### src/rtl/xbn_defines.svh
// Constants for the expansion bus normal mode controller
//
// Behaviour
// - Each chip select picks normal, latch, strobe or NAND mode; normal by default.
// - Clock-output enable defaults to one; zero stops the expansion clock pin.
// - Normal mode when latch and strobe bits are both zero, on every select.
// - Expansion clock is the system clock divided by 3, 4, 5, 6 or 7.
// - Four chip selects, each with programmable level, active low by default.
// - Read strobe marks reads, write strobe marks writes; levels are programmable.
// - Two byte masks, high masks a byte, driven only while data is driven.
// - Mask timing follows chip select when zero, write strobe when one.
// - Ready is detected on a chosen edge and ends select and strobe.
// - 24-bit address per select; NAND selection limits NOR space to 256K.
// - Bus size 00 is 8 bits, 01 is 16 bits, others reserved.
// - Select and strobe assert a programmed number of clock cycles after address.
// - Reads leave data undriven; data captured when strobe or select ends.
// - Select ends on width count expiry, or earlier on detected ready.
// - Write data stays driven a programmed number of cycles after select ends.
// - No new transaction starts before the data-hold count expires.
// - Ready passes a two-stage synchroniser before it ends select or strobe.
// - Each chip select has its own ready-detection enable bit.
// - Ready enabled but not seen before select ends gives an error answer.
// - Only the strobe of the access direction toggles, never both.
// - Access outside the chip-select segments gets an error answer.
`ifndef XBN_DEFINES_SVH
`define XBN_DEFINES_SVH

// ----------------------------------------
// Sizes and reset values
// ----------------------------------------
`define XBN_NUM_CS       4
`define XBN_ADDR_W       24
`define XBN_NAND_ADDR_W  18
`define XBN_DIV_MIN      3'h3
`define XBN_DIV_MAX      3'h7
`define XBN_CLK_EN_RST   1'b1
`define XBN_BUS8         2'h0
`define XBN_BUS16        2'h1
`define XBN_SEG_LSB      24

`endif

### src/rtl/xbn_pkg.sv
// Types for the expansion bus normal mode controller
package xbn_pkg;

	typedef enum logic [1:0] {
		XBN_MODE_NORMAL = 2'h0,
		XBN_MODE_LATCH  = 2'h1,
		XBN_MODE_STROBE = 2'h2,
		XBN_MODE_NAND   = 2'h3
	} xbn_mode_t;

	// Gray coded along idle, setup, strobe, hold
	typedef enum logic [1:0] {
		XBN_ST_IDLE  = 2'h0,
		XBN_ST_SETUP = 2'h1,
		XBN_ST_STRB  = 2'h3,
		XBN_ST_HOLD  = 2'h2
	} xbn_state_t;

	// Per chip-select configuration
	typedef struct packed {
		logic       latch_mode_bit;
		logic       strobe_mode_bit;
		logic       cs_active_high;
		logic       rdy_en;
		logic       rdy_rise;
		logic [1:0] bus_size;
		logic [3:0] setup_cnt;
		logic [7:0] width_cnt;
		logic [3:0] hold_cnt;
	} xbn_cs_cfg_t;

	// Request from the AHB side
	typedef struct packed {
		logic        valid;
		logic        write;
		logic [31:0] addr;
		logic [15:0] wdata;
		logic [1:0]  byte_mask;
	} xbn_req_t;

	// Answer to the AHB side
	typedef struct packed {
		logic        done;
		logic        error;
		logic [15:0] rdata;
	} xbn_rsp_t;

	// Whole state of the controller
	typedef struct packed {
		xbn_state_t  st;
		logic [2:0]  div_cnt;
		logic        exp_clk;
		logic [7:0]  cnt;
		logic [1:0]  cs_idx;
		logic        write;
		logic [23:0] addr;
		logic [15:0] wdata;
		logic [1:0]  mask;
		logic        cs_on;
		logic        strb_on;
		logic        drive;
		logic        rdy_seen;
		logic        rdy_s1;
		logic        rdy_s2;
		logic        rdy_s3;
		xbn_rsp_t    rsp;
	} xbn_state_all_t;

endpackage

### src/rtl/xbn_ctrl.sv
// Expansion bus controller, normal mode access engine
`timescale 1ns/10ps
`default_nettype none
`include "xbn_defines.svh"

module xbn_ctrl
	import xbn_pkg::*;
#(
	parameter int NUM_CS = `XBN_NUM_CS
) (
	input  wire logic                  clk_sys,
	input  wire logic                  rstn,
	input  wire xbn_req_t              req,
	output logic                       req_ready,
	output xbn_rsp_t                   rsp,
	input  wire xbn_cs_cfg_t [3:0]     cs_cfg,
	input  wire logic [2:0]            clk_div,
	input  wire logic                  clk_out_en,
	input  wire logic                  mask_timing_select,
	input  wire logic                  nand_sel,
	input  wire logic                  re_active_high,
	input  wire logic                  we_active_high,
	input  wire logic                  rdy_in,
	output logic                       exp_clk_out,
	output logic [3:0]                 ext_chip_selects,
	output logic                       ext_read_strobe,
	output logic                       ext_write_strobe,
	output logic [23:0]                ext_addr,
	output logic [15:0]                ext_data_out,
	output logic                       ext_data_oe,
	input  wire logic [15:0]           ext_data_in,
	output logic [1:0]                 ext_byte_mask,
	output logic                       ext_byte_mask_oe,
	output xbn_mode_t [3:0]            cs_mode
);

	xbn_state_all_t s_reg;
	xbn_state_all_t s_next;

	// ----------------------------------------
	// Decoding helpers
	// ----------------------------------------

	// Mode of one select from its two mode bits; the NAND select pin is separate
	function automatic xbn_mode_t mode_of(input xbn_cs_cfg_t c);
		if (c.latch_mode_bit && c.strobe_mode_bit) begin
			return XBN_MODE_NAND;
		end else if (c.latch_mode_bit) begin
			return XBN_MODE_LATCH;
		end else if (c.strobe_mode_bit) begin
			return XBN_MODE_STROBE;
		end
		return XBN_MODE_NORMAL;
	endfunction

	// Segment hit: one 16M window per select, upper bits zero
	function automatic logic seg_hit(input logic [31:0] a, input logic nsel);
		logic ok;
		ok = (a[31:`XBN_SEG_LSB + 2] == '0);
		if (nsel && (a[`XBN_ADDR_W - 1:`XBN_NAND_ADDR_W] != '0)) begin
			ok = 1'b0;
		end
		return ok;
	endfunction

	// Report the mode of every select
	genvar g;
	generate
		for (g = 0; g < NUM_CS; g++) begin : g_mode
			assign cs_mode[g] = mode_of(cs_cfg[g]);
		end
	endgenerate

	// ----------------------------------------
	// Next state
	// ----------------------------------------

	// One clock divider, access engine and ready catcher in one process
	always_comb begin
		xbn_cs_cfg_t c;
		logic [2:0]  dv;
		logic        tick;
		logic        rdy_edge;
		logic [7:0]  rd_word;
		s_next   = s_reg;
		c        = cs_cfg[s_reg.cs_idx];
		dv       = clk_div;
		tick     = 1'b0;
		rdy_edge = 1'b0;
		rd_word  = ext_data_in[7:0];
		s_next.rsp.done  = 1'b0;
		s_next.rsp.error = 1'b0;
		// Out-of-range divisors clamp so the clock never stops
		if (dv < `XBN_DIV_MIN) begin
			dv = `XBN_DIV_MIN;
		end
		// Divide the system clock; tick marks each expansion period
		tick = (s_reg.div_cnt >= dv - 3'h1);
		if (tick) begin
			s_next.div_cnt = 3'h0;
		end else begin
			s_next.div_cnt = s_reg.div_cnt + 3'h1;
		end
		s_next.exp_clk = (s_next.div_cnt < {1'b0, dv[2:1]}) ? 1'b0 : 1'b1;
		// Ready synchroniser, then an edge detect on the settled stages
		s_next.rdy_s1 = rdy_in;
		s_next.rdy_s2 = s_reg.rdy_s1;
		s_next.rdy_s3 = s_reg.rdy_s2;
		rdy_edge = c.rdy_rise ? (s_reg.rdy_s2 && !s_reg.rdy_s3)
			: (!s_reg.rdy_s2 && s_reg.rdy_s3);
		case (s_reg.st)
			XBN_ST_IDLE: begin
				s_next.cs_on   = 1'b0;
				s_next.strb_on = 1'b0;
				s_next.drive   = 1'b0;
				if (req.valid) begin
					if (!seg_hit(req.addr, nand_sel)) begin
						s_next.rsp.done  = 1'b1;
						s_next.rsp.error = 1'b1;
					end else begin
						s_next.cs_idx   = req.addr[`XBN_SEG_LSB + 1:`XBN_SEG_LSB];
						s_next.addr     = req.addr[`XBN_ADDR_W - 1:0];
						s_next.write    = req.write;
						s_next.wdata    = req.wdata;
						s_next.mask     = req.byte_mask;
						s_next.drive    = req.write;
						s_next.rdy_seen = 1'b0;
						s_next.cnt      = 8'h0;
						s_next.st       = XBN_ST_SETUP;
					end
				end
			end
			XBN_ST_SETUP: begin
				// Count expansion periods from a valid address
				if (tick) begin
					if (s_reg.cnt >= {4'h0, c.setup_cnt}) begin
						s_next.cs_on   = 1'b1;
						s_next.strb_on = 1'b1;
						s_next.cnt     = 8'h0;
						s_next.st      = XBN_ST_STRB;
					end else begin
						s_next.cnt = s_reg.cnt + 8'h1;
					end
				end
			end
			XBN_ST_STRB: begin
				if (tick) begin
					s_next.cnt = s_reg.cnt + 8'h1;
				end
				if (c.rdy_en && rdy_edge) begin
					s_next.rdy_seen = 1'b1;
				end
				// Ready ends it early; otherwise the width count does
				if ((c.rdy_en && rdy_edge) || (tick && s_reg.cnt >= c.width_cnt)) begin
					s_next.cs_on   = 1'b0;
					s_next.strb_on = 1'b0;
					s_next.cnt     = 8'h0;
					s_next.st      = XBN_ST_HOLD;
					if (!s_reg.write) begin
						if (c.bus_size == `XBN_BUS16) begin
							s_next.rsp.rdata = ext_data_in;
						end else begin
							s_next.rsp.rdata = {8'h0, rd_word};
						end
					end
					s_next.rsp.error = c.rdy_en && !(rdy_edge || s_reg.rdy_seen);
					s_next.rsp.done  = 1'b1;
				end
			end
			XBN_ST_HOLD: begin
				// Write data and address held until the hold count runs out
				if (tick) begin
					if (s_reg.cnt >= {4'h0, c.hold_cnt}) begin
						s_next.drive = 1'b0;
						s_next.st    = XBN_ST_IDLE;
					end else begin
						s_next.cnt = s_reg.cnt + 8'h1;
					end
				end
			end
			default: begin
				s_next.st = XBN_ST_IDLE;
			end
		endcase
		if (s_reg.write) begin
			s_next.rsp.rdata = s_reg.rsp.rdata;
		end
	end

	// ----------------------------------------
	// State register
	// ----------------------------------------

	// Synchronous reset to a quiet bus
	always_ff @(posedge clk_sys) begin
		if (!rstn) begin
			// Ready stages start at the idle pin level, so no false edge follows reset
			s_reg        <= '0;
			s_reg.rdy_s1 <= 1'b1;
			s_reg.rdy_s2 <= 1'b1;
			s_reg.rdy_s3 <= 1'b1;
		end else begin
			s_reg <= s_next;
		end
	end

	// ----------------------------------------
	// Outputs
	// ----------------------------------------

	// Handshake is combinational; pins come from flip-flops
	assign req_ready   = (s_reg.st == XBN_ST_IDLE);
	assign rsp         = s_reg.rsp;
	assign exp_clk_out = clk_out_en & s_reg.exp_clk;
	assign ext_addr    = s_reg.addr;
	assign ext_data_out = s_reg.wdata;
	assign ext_data_oe  = s_reg.drive;

	// Level per select; idle selects sit at their inactive level
	generate
		for (g = 0; g < NUM_CS; g++) begin : g_cs
			assign ext_chip_selects[g] = ~cs_cfg[g].cs_active_high ^
				(s_reg.cs_on && s_reg.cs_idx == 2'(g));
		end
	endgenerate

	// Only the strobe of this direction moves
	assign ext_read_strobe  = ~re_active_high ^ (s_reg.strb_on && !s_reg.write);
	assign ext_write_strobe = ~we_active_high ^ (s_reg.strb_on && s_reg.write);

	// Masks only while driving data, timed by select or write strobe
	assign ext_byte_mask    = s_reg.mask;
	assign ext_byte_mask_oe = s_reg.drive && (mask_timing_select ? s_reg.strb_on
		: s_reg.cs_on);

endmodule
`default_nettype wire

### config.mk
export PLATFORM = sky130hd
export DESIGN_NAME = xbn_ctrl
export DESIGN_NICKNAME = d
export VERILOG_FILES = /design/src/rtl/xbn_pkg.sv /design/src/rtl/xbn_ctrl.sv
export VERILOG_INCLUDE_DIRS = /design/src /design/src/rtl
export SDC_FILE = /design/constraint.sdc
export NUM_CORES = 1
export LEC_CHECK = 0
export BUFFER_PORTS_ARGS = -buffer_cell sky130_fd_sc_hd__buf_2
export CORE_UTILIZATION = 46
export DETAILED_ROUTE_END_ITERATION = 8
export PLACE_DENSITY_LB_ADDON = 0.2
export SLEW_MARGIN = 20
export SYNTH_ARGS = -nofsm -noshare
export SYNTH_HDL_FRONTEND = slang
export SYNTH_SLANG_ARGS = --single-unit
### constraint.sdc
create_clock -name clk_sys -period 3.9 [get_ports clk_sys]
set_input_delay 0.39 -clock clk_sys [delete_from_list [all_inputs] [get_ports clk_sys]]
set_output_delay 0.39 -clock clk_sys [all_outputs]
set_load 0.01 [all_outputs]
==> results of run 1 <==
==> power groups by stage <==
stage	clock [mW]	combinational [mW]	sequential, mW
floorplan	0	0.156	0.892
global placement	0	0.279	0.894
detailed placement	0	0.286	0.895
CTS	0.649	0.289	0.875
global route	0.680	0.318	0.877
finish	0.622	0.287	0.874
==> worst max-delay path by stage <==
stage,end,slack (ns)
3_3_place_gp,s_reg[73]$_SDFFE_PN0P_,0.65
4_1_cts,s_reg[75]$_SDFFE_PN0P_,0.56
6_report,s_reg[73]$_SDFFE_PN0P_,0.57
2_1_floorplan,rsp[0]$_SDFFE_PN0P_,0.51
5_1_grt,s_reg[77]$_SDFFE_PN0P_,0.33
3_5_place_dp,s_reg[75]$_SDFFE_PN0P_,0.59
==> kinds of logic after synthesis <==
kind of cell	Yosys count	share of synthesized area (%)
xor+xnor	8	1.43
mux	29	10.6
flops	83	34.0
buf+inv	121	14.3
simple gates	200	18.2
fa+ha+maj	28	7.16
compound gates	110	14.3
==> Yosys cell counts (all sizes together) (11+ instances only) <==
library cell / n / area [um^2]
nand2: 117 / 442
dfxtp: 83 / 1660
buf: 68 / 502
a21oi: 58 / 290
ha: 28 / 350
clkbuf: 27 / 101
inv: 25 / 93.8
nor2: 23 / 88.8
nand3: 22 / 110
o21ai: 22 / 110
mux4: 18 / 405
mux2i: 11 / 114
nand2b: 11 / 68.8
==> cell type report <==
class                   count  area [um^2]  area share (%)
multi-input cells         375         2540            43.1
flip-flops and latches     83         1660            28.2
repair buffers            239         1220            20.7
well taps                 136          170            2.89
clock buffers              10          128            2.17
inverters                  26         97.6            1.66
clock inverters             6         72.6            1.23
==> routing by layer <==
| layer | GRT usage [%] | wire length, um |
|---|---|---|
| met1 | 26.6 | 5240 |
| met2 | 40.0 | 6220 |
| met3 | 4.68 | 661 |
| met4 | 5.73 | 142 |
| met5 | 0 | 0 |
==> through the flow <==
stage / total power [mW] / cells / utilization [%] / setup WS (ns) / cell area [um^2]
2_1_floorplan: 1.05 / 579 / - / 0.515 / 4890
3_3_place_gp: 1.17 / 859 / 55.0 / 0.645 / 5680
3_5_place_dp: 1.18 / 859 / 55.0 / 0.591 / 5680
4_1_cts: 1.81 / 875 / 57.0 / 0.563 / 5880
5_1_grt: 1.88 / 875 / 57.0 / 0.329 / 5880
6_report: 1.78 / 875 / 57.0 / 0.571 / 5880
==> results.txt, run 1 <==
Outcome -> finished, final reports clean
Count of endpoints failing setup in the final report -> 0
Headroom to the max-slew limit -> 31.3%
Syn_area_per_cell -> 8.45 um^2
Hold bufs inserted after CTS -> 0
Fillers -> 966
Launching element type of the critical path -> flop
Cells after synthesis -> 579
Hold violation total from the final report -> 0
Switching component of the power -> 0.474 mW
Number of DRC violations after detailed-routing iteration 0 -> 193
Count of vias placed by the detailed router -> 4417
Max incr delay on CP -> 0.77 ns
Clk network pwr share -> 34.9%
Die width -> 105 um
Count of clock tree sinks -> 83
Most common flop cell mapped by yosys -> dfxtp_1
First-pass detailed-route iteration total -> 4
Data arrival time at the worst-slack endpoint -> 3.58 ns
Average routed wire per standard cell -> 14.0 um
Crit path time final -> 3.33 ns
Slowest CP cell -> dfxtp_1
Switching share of power -> 26.6%
Count of input and output buffers -> 231
Flops & latches, synth -> 83
Leakage -> 2.65 nW
Max-cap viol count -> 0
Kind of cell adding the most delay to the critical path -> compound AO/OA/AOI/OAI gates
Area growth from synthesis to layout -> 20.2%
Path class of the lowest-slack min-delay path -> in -> reg
Global route total overflow -> 0
Number of nets produced by synthesis -> 778
Number of antenna violations at the first check in global routing -> 0
Post-synthesis instance area -> 4890 um^2
Worst r2r src -> s_reg[69]$_SDFFE_PN0P_
RSZ-0062 raised after global routing -> false
Worst-margin pin slew -> 1.03 ns
Number of buffers between clock root and the deepest sink -> 2
# DRC -> 0
Clk_skew -> 0.0157 ns
Residual antenna-violating net count after detailed routing -> 0
Initial cell density of the core -> 47.4%
Global-route wire length before repair -> 19500 um
All-Layer GR Usage -> 22.2%
IO Count -> 249
Fraction of the cycle the final worst path needs -> 85.3%
Maximum number of pins on one net before global-route repair -> 62
Library cells used by synthesis -> 54
End of the worst hold path -> s_next[19]$_SDFF_PN1_
Endpoint of the worst-slack reg-to-reg timing path -> s_reg[73]$_SDFFE_PN0P_
Accumulated negative setup slack -> 0 ns
Dpl hpwl -> 9580 um
Count of cells along the worst register-to-register path -> 8
Commonest cells after routing, fill and taps aside -> buf_2 (231), nand2_1 (116), dfxtp_1 (83)
# H-tree levels -> 3
Number of cells on the critical path -> 8
Number of flip-flops in the largest register -> 24
Synth async-reset ratio -> 0%
Sequential share of power -> 49.0%
Cell Chain, Critical Path -> mux4_2 -> ha_1 -> nand2b_1 -> a2111oi_0 -> or4_4 -> and4_1 -> o211ai_4 -> o311ai_2
Number of clock buffers inserted by TritonCTS -> 9
Setup crit end kind -> flop
Die Outline Area -> 11100 um^2
Maximum vdd drop -> 0.201 mV
Fmax achieved -> 300 MHz
Number of antenna cells inserted -> 0
Required time at the worst-slack endpoint -> 4.15 ns
Internal power summed over all cells -> 1.31 mW
Logic gate share of total power -> 16.1%
Post-synthesis sequential area ratio -> 34.0%
Drt via density -> 5.05
Maximum fanout along the worst path -> 15
Power per standard cell area -> 303 nW/um^2
Buf+Inv Stages, Crit Path -> 0
Clk_lat worst skew -> 0.35 ns
Hold path cells -> 2
Final Slew Violations -> 0
Post-CTS setup buffers -> 0
Root Buffer Master -> clkbuf_8
Internal reg-to-reg setup slack -> 0.57 ns
Hold Path Origin -> rdy_in
Hold WS -> 0.248 ns
Type of the worst setup path -> reg -> reg
Most common cell after layout, fill and taps aside -> buf_2
Core footprint -> 10300 um^2
CTS tree -> built
Synth warn -> 0
Site row count -> 37
Chip height -> 105 um
Final GP Congestion -> 0.865
CP Launch Point -> s_reg[69]$_SDFFE_PN0P_
Share of cells above drive strength 1 -> 38.6%
Net total in the final layout -> 933
Gates resized, CTS repair -> 0
Clock-pin slew reported for the worst setup and hold paths after clock tree synthesis -> 0.09 ns
Via count of the first global-routing pass -> 4143
Number of enable flip-flop cells after synthesis -> 0
Detailed-route wire length -> 12300 um
No activity file was read; power rests on OpenSTA's default activity.
==> run 2, diff against run 1 <==
--- a/config.mk
+++ b/config.mk
@@ -7,7 +7,7 @@
 export NUM_CORES = 1
 export LEC_CHECK = 0
 export BUFFER_PORTS_ARGS = -buffer_cell sky130_fd_sc_hd__buf_2
-export CORE_UTILIZATION = 46
+export CORE_UTILIZATION = 40
 export DETAILED_ROUTE_END_ITERATION = 8
 export PLACE_DENSITY_LB_ADDON = 0.2
 export SLEW_MARGIN = 20
==> run 2 against run 1 <==
Register-to-register slack improved by 0.04 ns; sequential share of layout area fell by 0.72 points; first-iteration DRC count rose by 7.8%; via count rose by 2.6%; largest cell class unchanged; largest power group is now the clock network.
==> results.txt, run 2 (synthesis gave the netlist of run 1 again) <==
Area growth from synthesis to layout -> 23.3% (was 20.2%)
Initial cell density of the core -> 40.9% (was 47.4%)
Site row count -> 40 (was 37)
Leakage -> 2.71 nW (was 2.65 nW)
First-pass detailed-route iteration total -> 4 (unchanged)
Count of clock tree sinks -> 83 (unchanged)
Hold violation total from the final report -> 0 (unchanged)
Max incr delay on CP -> 0.52 ns (was 0.77 ns)
Average routed wire per standard cell -> 14.6 um (was 14.0 um)
Detailed-route wire length on metal 1 -> 5450 um (was 5240 um)
Commonest cells after routing, fill and taps aside -> buf_2 (231), nand2_1 (116), dfxtp_1 (83) (unchanged)
IO Count -> 249 (unchanged)
Gates resized, CTS repair -> 0 (unchanged)
RSZ-0062 raised after global routing -> false (unchanged)
Max layer used -> met4 (unchanged)
Accumulated negative setup slack -> 0 ns (unchanged)
CP Launch Point -> s_reg[68]$_SDFFE_PN0P_ (was s_reg[69]$_SDFFE_PN0P_)
Global route total overflow -> 0 (unchanged)
Net total in the final layout -> 934 (was 933)
Maximum fanout along the worst path -> 24 (was 15)
Share of cells above drive strength 1 -> 38.6% (about the same)
Count of cells along the worst register-to-register path -> 11 (was 8)
Number of antenna violations at the first check in global routing -> 1 (was 0)
Maximum number of pins on one net before global-route repair -> 62 (unchanged)
Path class of the lowest-slack min-delay path -> in -> reg (unchanged)
Root Buffer Master -> clkbuf_16 (was clkbuf_8)
Die Outline Area -> 12700 um^2 (was 11100 um^2)
Fraction of the cycle the final worst path needs -> 84.4% (was 85.3%)
Hold bufs inserted after CTS -> 0 (unchanged)
Count of input and output buffers -> 231 (unchanged)
Die width -> 113 um (was 105 um)
Cell Chain, Critical Path -> buf_4 -> mux4_2 -> inv_1 -> ha_1 -> o21a_1 -> nor2_1 -> or4_4 -> a311oi_4 -> buf_4 -> mux2i_1 -> nor2_1 (was mux4_2 -> ha_1 -> nand2b_1 -> a2111oi_0 -> or4_4 -> and4_1 -> o211ai_4 -> o311ai_2)
Power per standard cell area -> 345 nW/um^2 (was 303 nW/um^2)
Number of clock buffers inserted by TritonCTS -> 9 (unchanged)
Outcome -> finished, final reports clean (unchanged)
Dpl hpwl -> 10000 um (was 9580 um)
Final Slew Violations -> 0 (unchanged)
All-Layer GR Usage -> 21.2% (was 22.2%)
Launching element type of the critical path -> flop (unchanged)
Clk_skew -> 0.00752 ns (was 0.0157 ns)
Endpoint of the worst-slack reg-to-reg timing path -> rsp[0]$_SDFFE_PN0P_ (was s_reg[73]$_SDFFE_PN0P_)
Clk_lat worst skew -> 0.34 ns (was 0.35 ns)
Number of DRC violations after detailed-routing iteration 0 -> 208 (was 193)
Maximum vdd drop -> 0.210 mV (was 0.201 mV)
Detailed-route wire length -> 13000 um (was 12300 um)
Clock-pin slew reported for the worst setup and hold paths after clock tree synthesis -> 0.06 ns (was 0.09 ns)
Count of endpoints failing setup in the final report -> 0 (unchanged)
Number of buffers between clock root and the deepest sink -> 2 (unchanged)
Most common cell after layout, fill and taps aside -> buf_2 (unchanged)
Number of cells on the critical path -> 11 (was 8)
Headroom to the max-slew limit -> 42.0% (was 31.3%)
Residual antenna-violating net count after detailed routing -> 0 (unchanged)
Internal reg-to-reg setup slack -> 0.61 ns (was 0.57 ns)
Buf+Inv Stages, Crit Path -> 3 (was 0)
CTS tree -> built (unchanged)
Crit path time final -> 3.29 ns (was 3.33 ns)
Via count of the first global-routing pass -> 4344 (was 4143)
Slowest CP cell -> mux4_2 (was dfxtp_1)
Fmax achieved -> 304 MHz (was 300 MHz)
Drt via density -> 5.11 (was 5.05)
Kind of cell adding the most delay to the critical path -> multiplexers (was compound AO/OA/AOI/OAI gates)
Number of flip-flops in the largest register -> 24 (unchanged)
Type of the worst setup path -> reg -> reg (unchanged)
Global-route wire length before repair -> 21100 um (was 19500 um)
# DRC -> 0 (unchanged)
Worst r2r src -> s_reg[68]$_SDFFE_PN0P_ (was s_reg[69]$_SDFFE_PN0P_)
Post-CTS setup buffers -> 0 (unchanged)
Chip height -> 113 um (was 105 um)
Metal2 WL -> 6250 um (was 6220 um)
Core footprint -> 12000 um^2 (was 10300 um^2)
Count of vias placed by the detailed router -> 4534 (was 4417)
# H-tree levels -> 3 (unchanged)
Setup crit end kind -> flop (unchanged)
Met3 WL post-DR -> 933 um (was 661 um)
Hold WS -> 0.245 ns (was 0.248 ns)
Required time at the worst-slack endpoint -> 4.10 ns (was 4.15 ns)
Worst-margin pin slew -> 0.869 ns (was 1.03 ns)
Final GP Congestion -> 0.807 (was 0.865)
Data arrival time at the worst-slack endpoint -> 3.49 ns (was 3.58 ns)
Last element of the critical path -> rsp[0]$_SDFFE_PN0P_ (was s_reg[73]$_SDFFE_PN0P_)
Max-cap viol count -> 0 (unchanged)
run 2: worst min path at each step:
stage                               start                    end  slack [ns]  cells after the start
floorplan           s_next[19]$_SDFF_PN1_  s_next[18]$_SDFF_PN1_        0.39                      1
global placement    s_next[19]$_SDFF_PN1_  s_next[18]$_SDFF_PN1_        0.40                      1
detailed placement  s_next[19]$_SDFF_PN1_  s_next[18]$_SDFF_PN1_        0.41                      1
CTS                                rdy_in  s_next[19]$_SDFF_PN1_        0.23                      2
global route                       rdy_in  s_next[19]$_SDFF_PN1_        0.24                      2
finish                             rdy_in  s_next[19]$_SDFF_PN1_        0.24                      2
run 2: worst register-to-register path, stage by stage (launching register included):
cell      delay, ns
dfxtp_1        0.50
buf_4          0.29
mux4_2         0.52
inv_1          0.07
ha_1           0.15
o21a_1         0.13
nor2_1         0.04
or4_4          0.52
a311oi_4       0.30
buf_4          0.33
mux2i_1        0.25
nor2_1         0.05
run 2: metrics by stage:
step                      power (mW)  util (%)  worst slack, ns  instance area (um^2)  std cells
after floorplan                 1.05         -            0.515                  4890        579
final                           2.08      50.5            0.607                  6040        888
after detailed placement        1.18      47.7            0.538                  5700        871
after global placement          1.17      47.7            0.641                  5700        871
after CTS                       2.12      50.4            0.538                  6030        887
after global routing            2.19      50.5            0.384                  6040        888
run 2: report_power, final:
part,total (mW),internal (mW),leakage (nW),switching (mW)
Combinational,0.280,0.138,1.88,0.142
Clock,0.928,0.595,0.159,0.334
Sequential,0.876,0.865,0.670,0.0104
run 2: final cells by class:
class | instances | area, um^2
multi-input combinational | 375 | 2540
tap | 147 | 184
clock inverter | 4 | 72.6
sequential | 83 | 1660
inverter | 26 | 98.8
fill | 1203 | 5930
antenna | 1 | 2.50
timing repair buffer | 240 | 1220
clock buffer | 12 | 256
run 2: per-layer routing:
metal,up-vias,track usage [%]
li1,2229,-
met1,2097,25.2
met5,-,0
met3,28,6.53
met4,0,9.16
met2,180,35.3
==> run 3, diff against run 2 <==
==> constraint.sdc (replaced) <==
create_clock -name clk_sys -period 2.8 [get_ports clk_sys]
set_input_delay 0.28 -clock clk_sys [delete_from_list [all_inputs] [get_ports clk_sys]]
set_output_delay 0.28 -clock clk_sys [all_outputs]
set_load 0.01 [all_outputs]
==> run 3 against run 2 <==
The run now ends with setup timing left; non-clock buffer count grew 25; core utilization grew 2.5 points; fmax grew 17%; critical path depth shrank 1; register-to-register slack lost 0.62 ns; highest routed layer unchanged; via count grew 0.62%; first-iteration DRC count grew 6.3%; global-route usage shrank 0.67 points.
==> results.txt, run 3 (synthesis gave the netlist of run 1 again) <==
Outcome -> complete, but fails checks (was finished, final reports clean)
Violations in the final reports -> setup timing
Headroom to the max-slew limit -> 56.3% (was 42.0%)
Chip height -> 113 um (unchanged)
Fraction of the cycle the final worst path needs -> 101% (was 84.4%)
Clock-pin slew reported for the worst setup and hold paths after clock tree synthesis -> 0.06 ns (about the same)
Global-route wire length before repair -> 20700 um (was 21100 um)
Die width -> 113 um (unchanged)
Detailed-route wire length -> 12900 um (was 13000 um)
Maximum fanout along the worst path -> 13 (was 24)
Worst-margin pin slew -> 0.654 ns (was 0.869 ns)
IO Count -> 249 (unchanged)
Residual antenna-violating net count after detailed routing -> 0 (unchanged)
Cell Chain, Critical Path -> buf_4 -> mux4_2 -> ha_4 -> nand2b_4 -> a2111oi_4 -> or4_4 -> a311oi_4 -> buf_12 -> mux2i_1 -> nor2_1 (was buf_4 -> mux4_2 -> inv_1 -> ha_1 -> o21a_1 -> nor2_1 -> or4_4 -> a311oi_4 -> buf_4 -> mux2i_1 -> nor2_1)
Number of flip-flops in the largest register -> 24 (unchanged)
Most common cell after layout, fill and taps aside -> buf_2 (unchanged)
Count of clock tree sinks -> 83 (unchanged)
Hold WS -> 0.116 ns (was 0.245 ns)
Max incr delay on CP -> 0.51 ns (was 0.52 ns)
Final Slew Violations -> 0 (unchanged)
Hold bufs inserted after CTS -> 0 (unchanged)
Setup crit end kind -> flop (unchanged)
Commonest cells after routing, fill and taps aside -> buf_2 (231), nand2_1 (115), dfxtp_1 (82) (was buf_2 (231), nand2_1 (116), dfxtp_1 (83))
Data arrival time at the worst-slack endpoint -> 3.02 ns (was 3.49 ns)
Final GP Congestion -> 0.878 (was 0.807)
Net total in the final layout -> 959 (was 934)
Count of endpoints failing setup in the final report -> 6 (was 0)
Drt via density -> 5.01 (was 5.11)
Number of clock buffers inserted by TritonCTS -> 9 (unchanged)
# DRC -> 0 (unchanged)
Leakage -> 2.84 nW (was 2.71 nW)
Launching element type of the critical path -> flop (unchanged)
Maximum number of pins on one net before global-route repair -> 37 (was 62)
Number of antenna violations at the first check in global routing -> 0 (was 1)
Area growth from synthesis to layout -> 29.5% (was 23.3%)
Crit path time final -> 2.82 ns (was 3.29 ns)
Initial cell density of the core -> 40.9% (unchanged)
Accumulated negative setup slack -> -0.0531 ns (was 0 ns)
# H-tree levels -> 3 (unchanged)
Count of input and output buffers -> 231 (unchanged)
Type of the worst setup path -> reg -> reg (unchanged)
Slowest CP cell -> mux4_2 (unchanged)
Power per standard cell area -> 444 nW/um^2 (was 345 nW/um^2)
Number of buffers between clock root and the deepest sink -> 2 (unchanged)
Required time at the worst-slack endpoint -> 3.00 ns (was 4.10 ns)
Via count of the first global-routing pass -> 4512 (was 4344)
Final Worst Setup Slack -> -0.0158 ns (was 0.607 ns)
Fmax achieved -> 355 MHz (was 304 MHz)
Hold violation total from the final report -> 0 (unchanged)
Root Buffer Master -> clkbuf_16 (unchanged)
Die Outline Area -> 12700 um^2 (unchanged)
Number of antenna cells inserted -> 0 (was 1)
Dpl hpwl -> 10000 um (about the same)
CTS tree -> built (unchanged)
Global route total overflow -> 0 (unchanged)
Count of vias placed by the detailed router -> 4562 (was 4534)
First-pass detailed-route iteration total -> 6 (was 4)
Path class of the lowest-slack min-delay path -> in -> reg (unchanged)
Max-cap viol count -> 0 (unchanged)
Average routed wire per standard cell -> 14.2 um (was 14.6 um)
RSZ-0062 raised after global routing -> true (was false)
Share of cells above drive strength 1 -> 42.7% (was 38.6%)
Maximum vdd drop -> 0.418 mV (was 0.210 mV)
Site row count -> 40 (unchanged)
Number of DRC violations after detailed-routing iteration 0 -> 221 (was 208)
Clk_skew -> 0.00414 ns (was 0.00752 ns)
Core footprint -> 12000 um^2 (unchanged)
All-Layer GR Usage -> 20.5% (was 21.2%)
Clk_lat worst skew -> 0.34 ns (about the same)
run 3: cell count changes in the layout (fill, tap and decap cells not counted), moves of 3 or more:
cell / previous run / this run
buf_4: 9 / 29
o21ai_0: 22 / 16
inv_2: 0 / 4
o21ai_1: 0 / 6
ha_4: 0 / 5
ha_1: 28 / 23
inv_1: 25 / 22
run 3: cell type report:
class | instances | area (um^2)
fill | 1112 | 5620
tap | 147 | 184
clock inverter | 5 | 56.3
inverter | 26 | 97.6
timing repair buffer | 265 | 1450
sequential | 83 | 1670
multi-input combinational | 375 | 2660
clock buffer | 9 | 225
run 3: final timing paths:
kind,slack (ns),startpoint,end,cells past startpoint
worst min-delay path,0.12,rdy_in,s_next[19]$_SDFF_PN1_,2
worst min register to register,0.43,s_next[19]$_SDFF_PN1_,s_next[18]$_SDFF_PN1_,1
worst max register to register,-0.02,s_reg[68]$_SDFFE_PN0P_,rsp[2]$_SDFFE_PN0P_,10
worst max-delay path,-0.02,s_reg[68]$_SDFFE_PN0P_,rsp[2]$_SDFFE_PN0P_,10
run 3: what timing repair did:
action,in CTS,in global routing
setup buffers,1,4
resized for setup,8,21
endpoints found under the setup margin,24,27
pin swaps,6,11
run 3: through the flow:
stage	setup slack [ns]	instances	instance area [um^2]	power, mW	utilization (%)
floorplan	-0.0686	579	4930	1.46	-
global route	-0.152	910	6340	2.95	53.0
CTS	-0.0192	906	6210	2.83	51.9
finish	-0.0158	910	6340	2.81	53.0
global placement	-0.103	892	5890	1.65	49.2
detailed placement	-0.160	892	5890	1.67	49.2
run 3: routing by layer:
metal	track usage, %	wire, um
met4	8.27	197
met5	0	0
met1	23.7	5590
met3	5.40	681
met2	36.0	6460
run 3: worst max-delay path, delay by kind of cell, from the launching register on:
family | cells | cell delay [ns]
simple gates | 3 | 0.63
flops | 1 | 0.40
fa+ha+maj | 1 | 0.28
mux | 2 | 0.70
buf+inv | 2 | 0.32
compound gates | 2 | 0.32
run 3: where the power goes:
part,switching (mW),internal (mW),total [mW]
registers,0.0153,1.20,1.22
logic,0.214,0.224,0.438
clock network,0.479,0.679,1.16
total,0.708,2.11,2.81
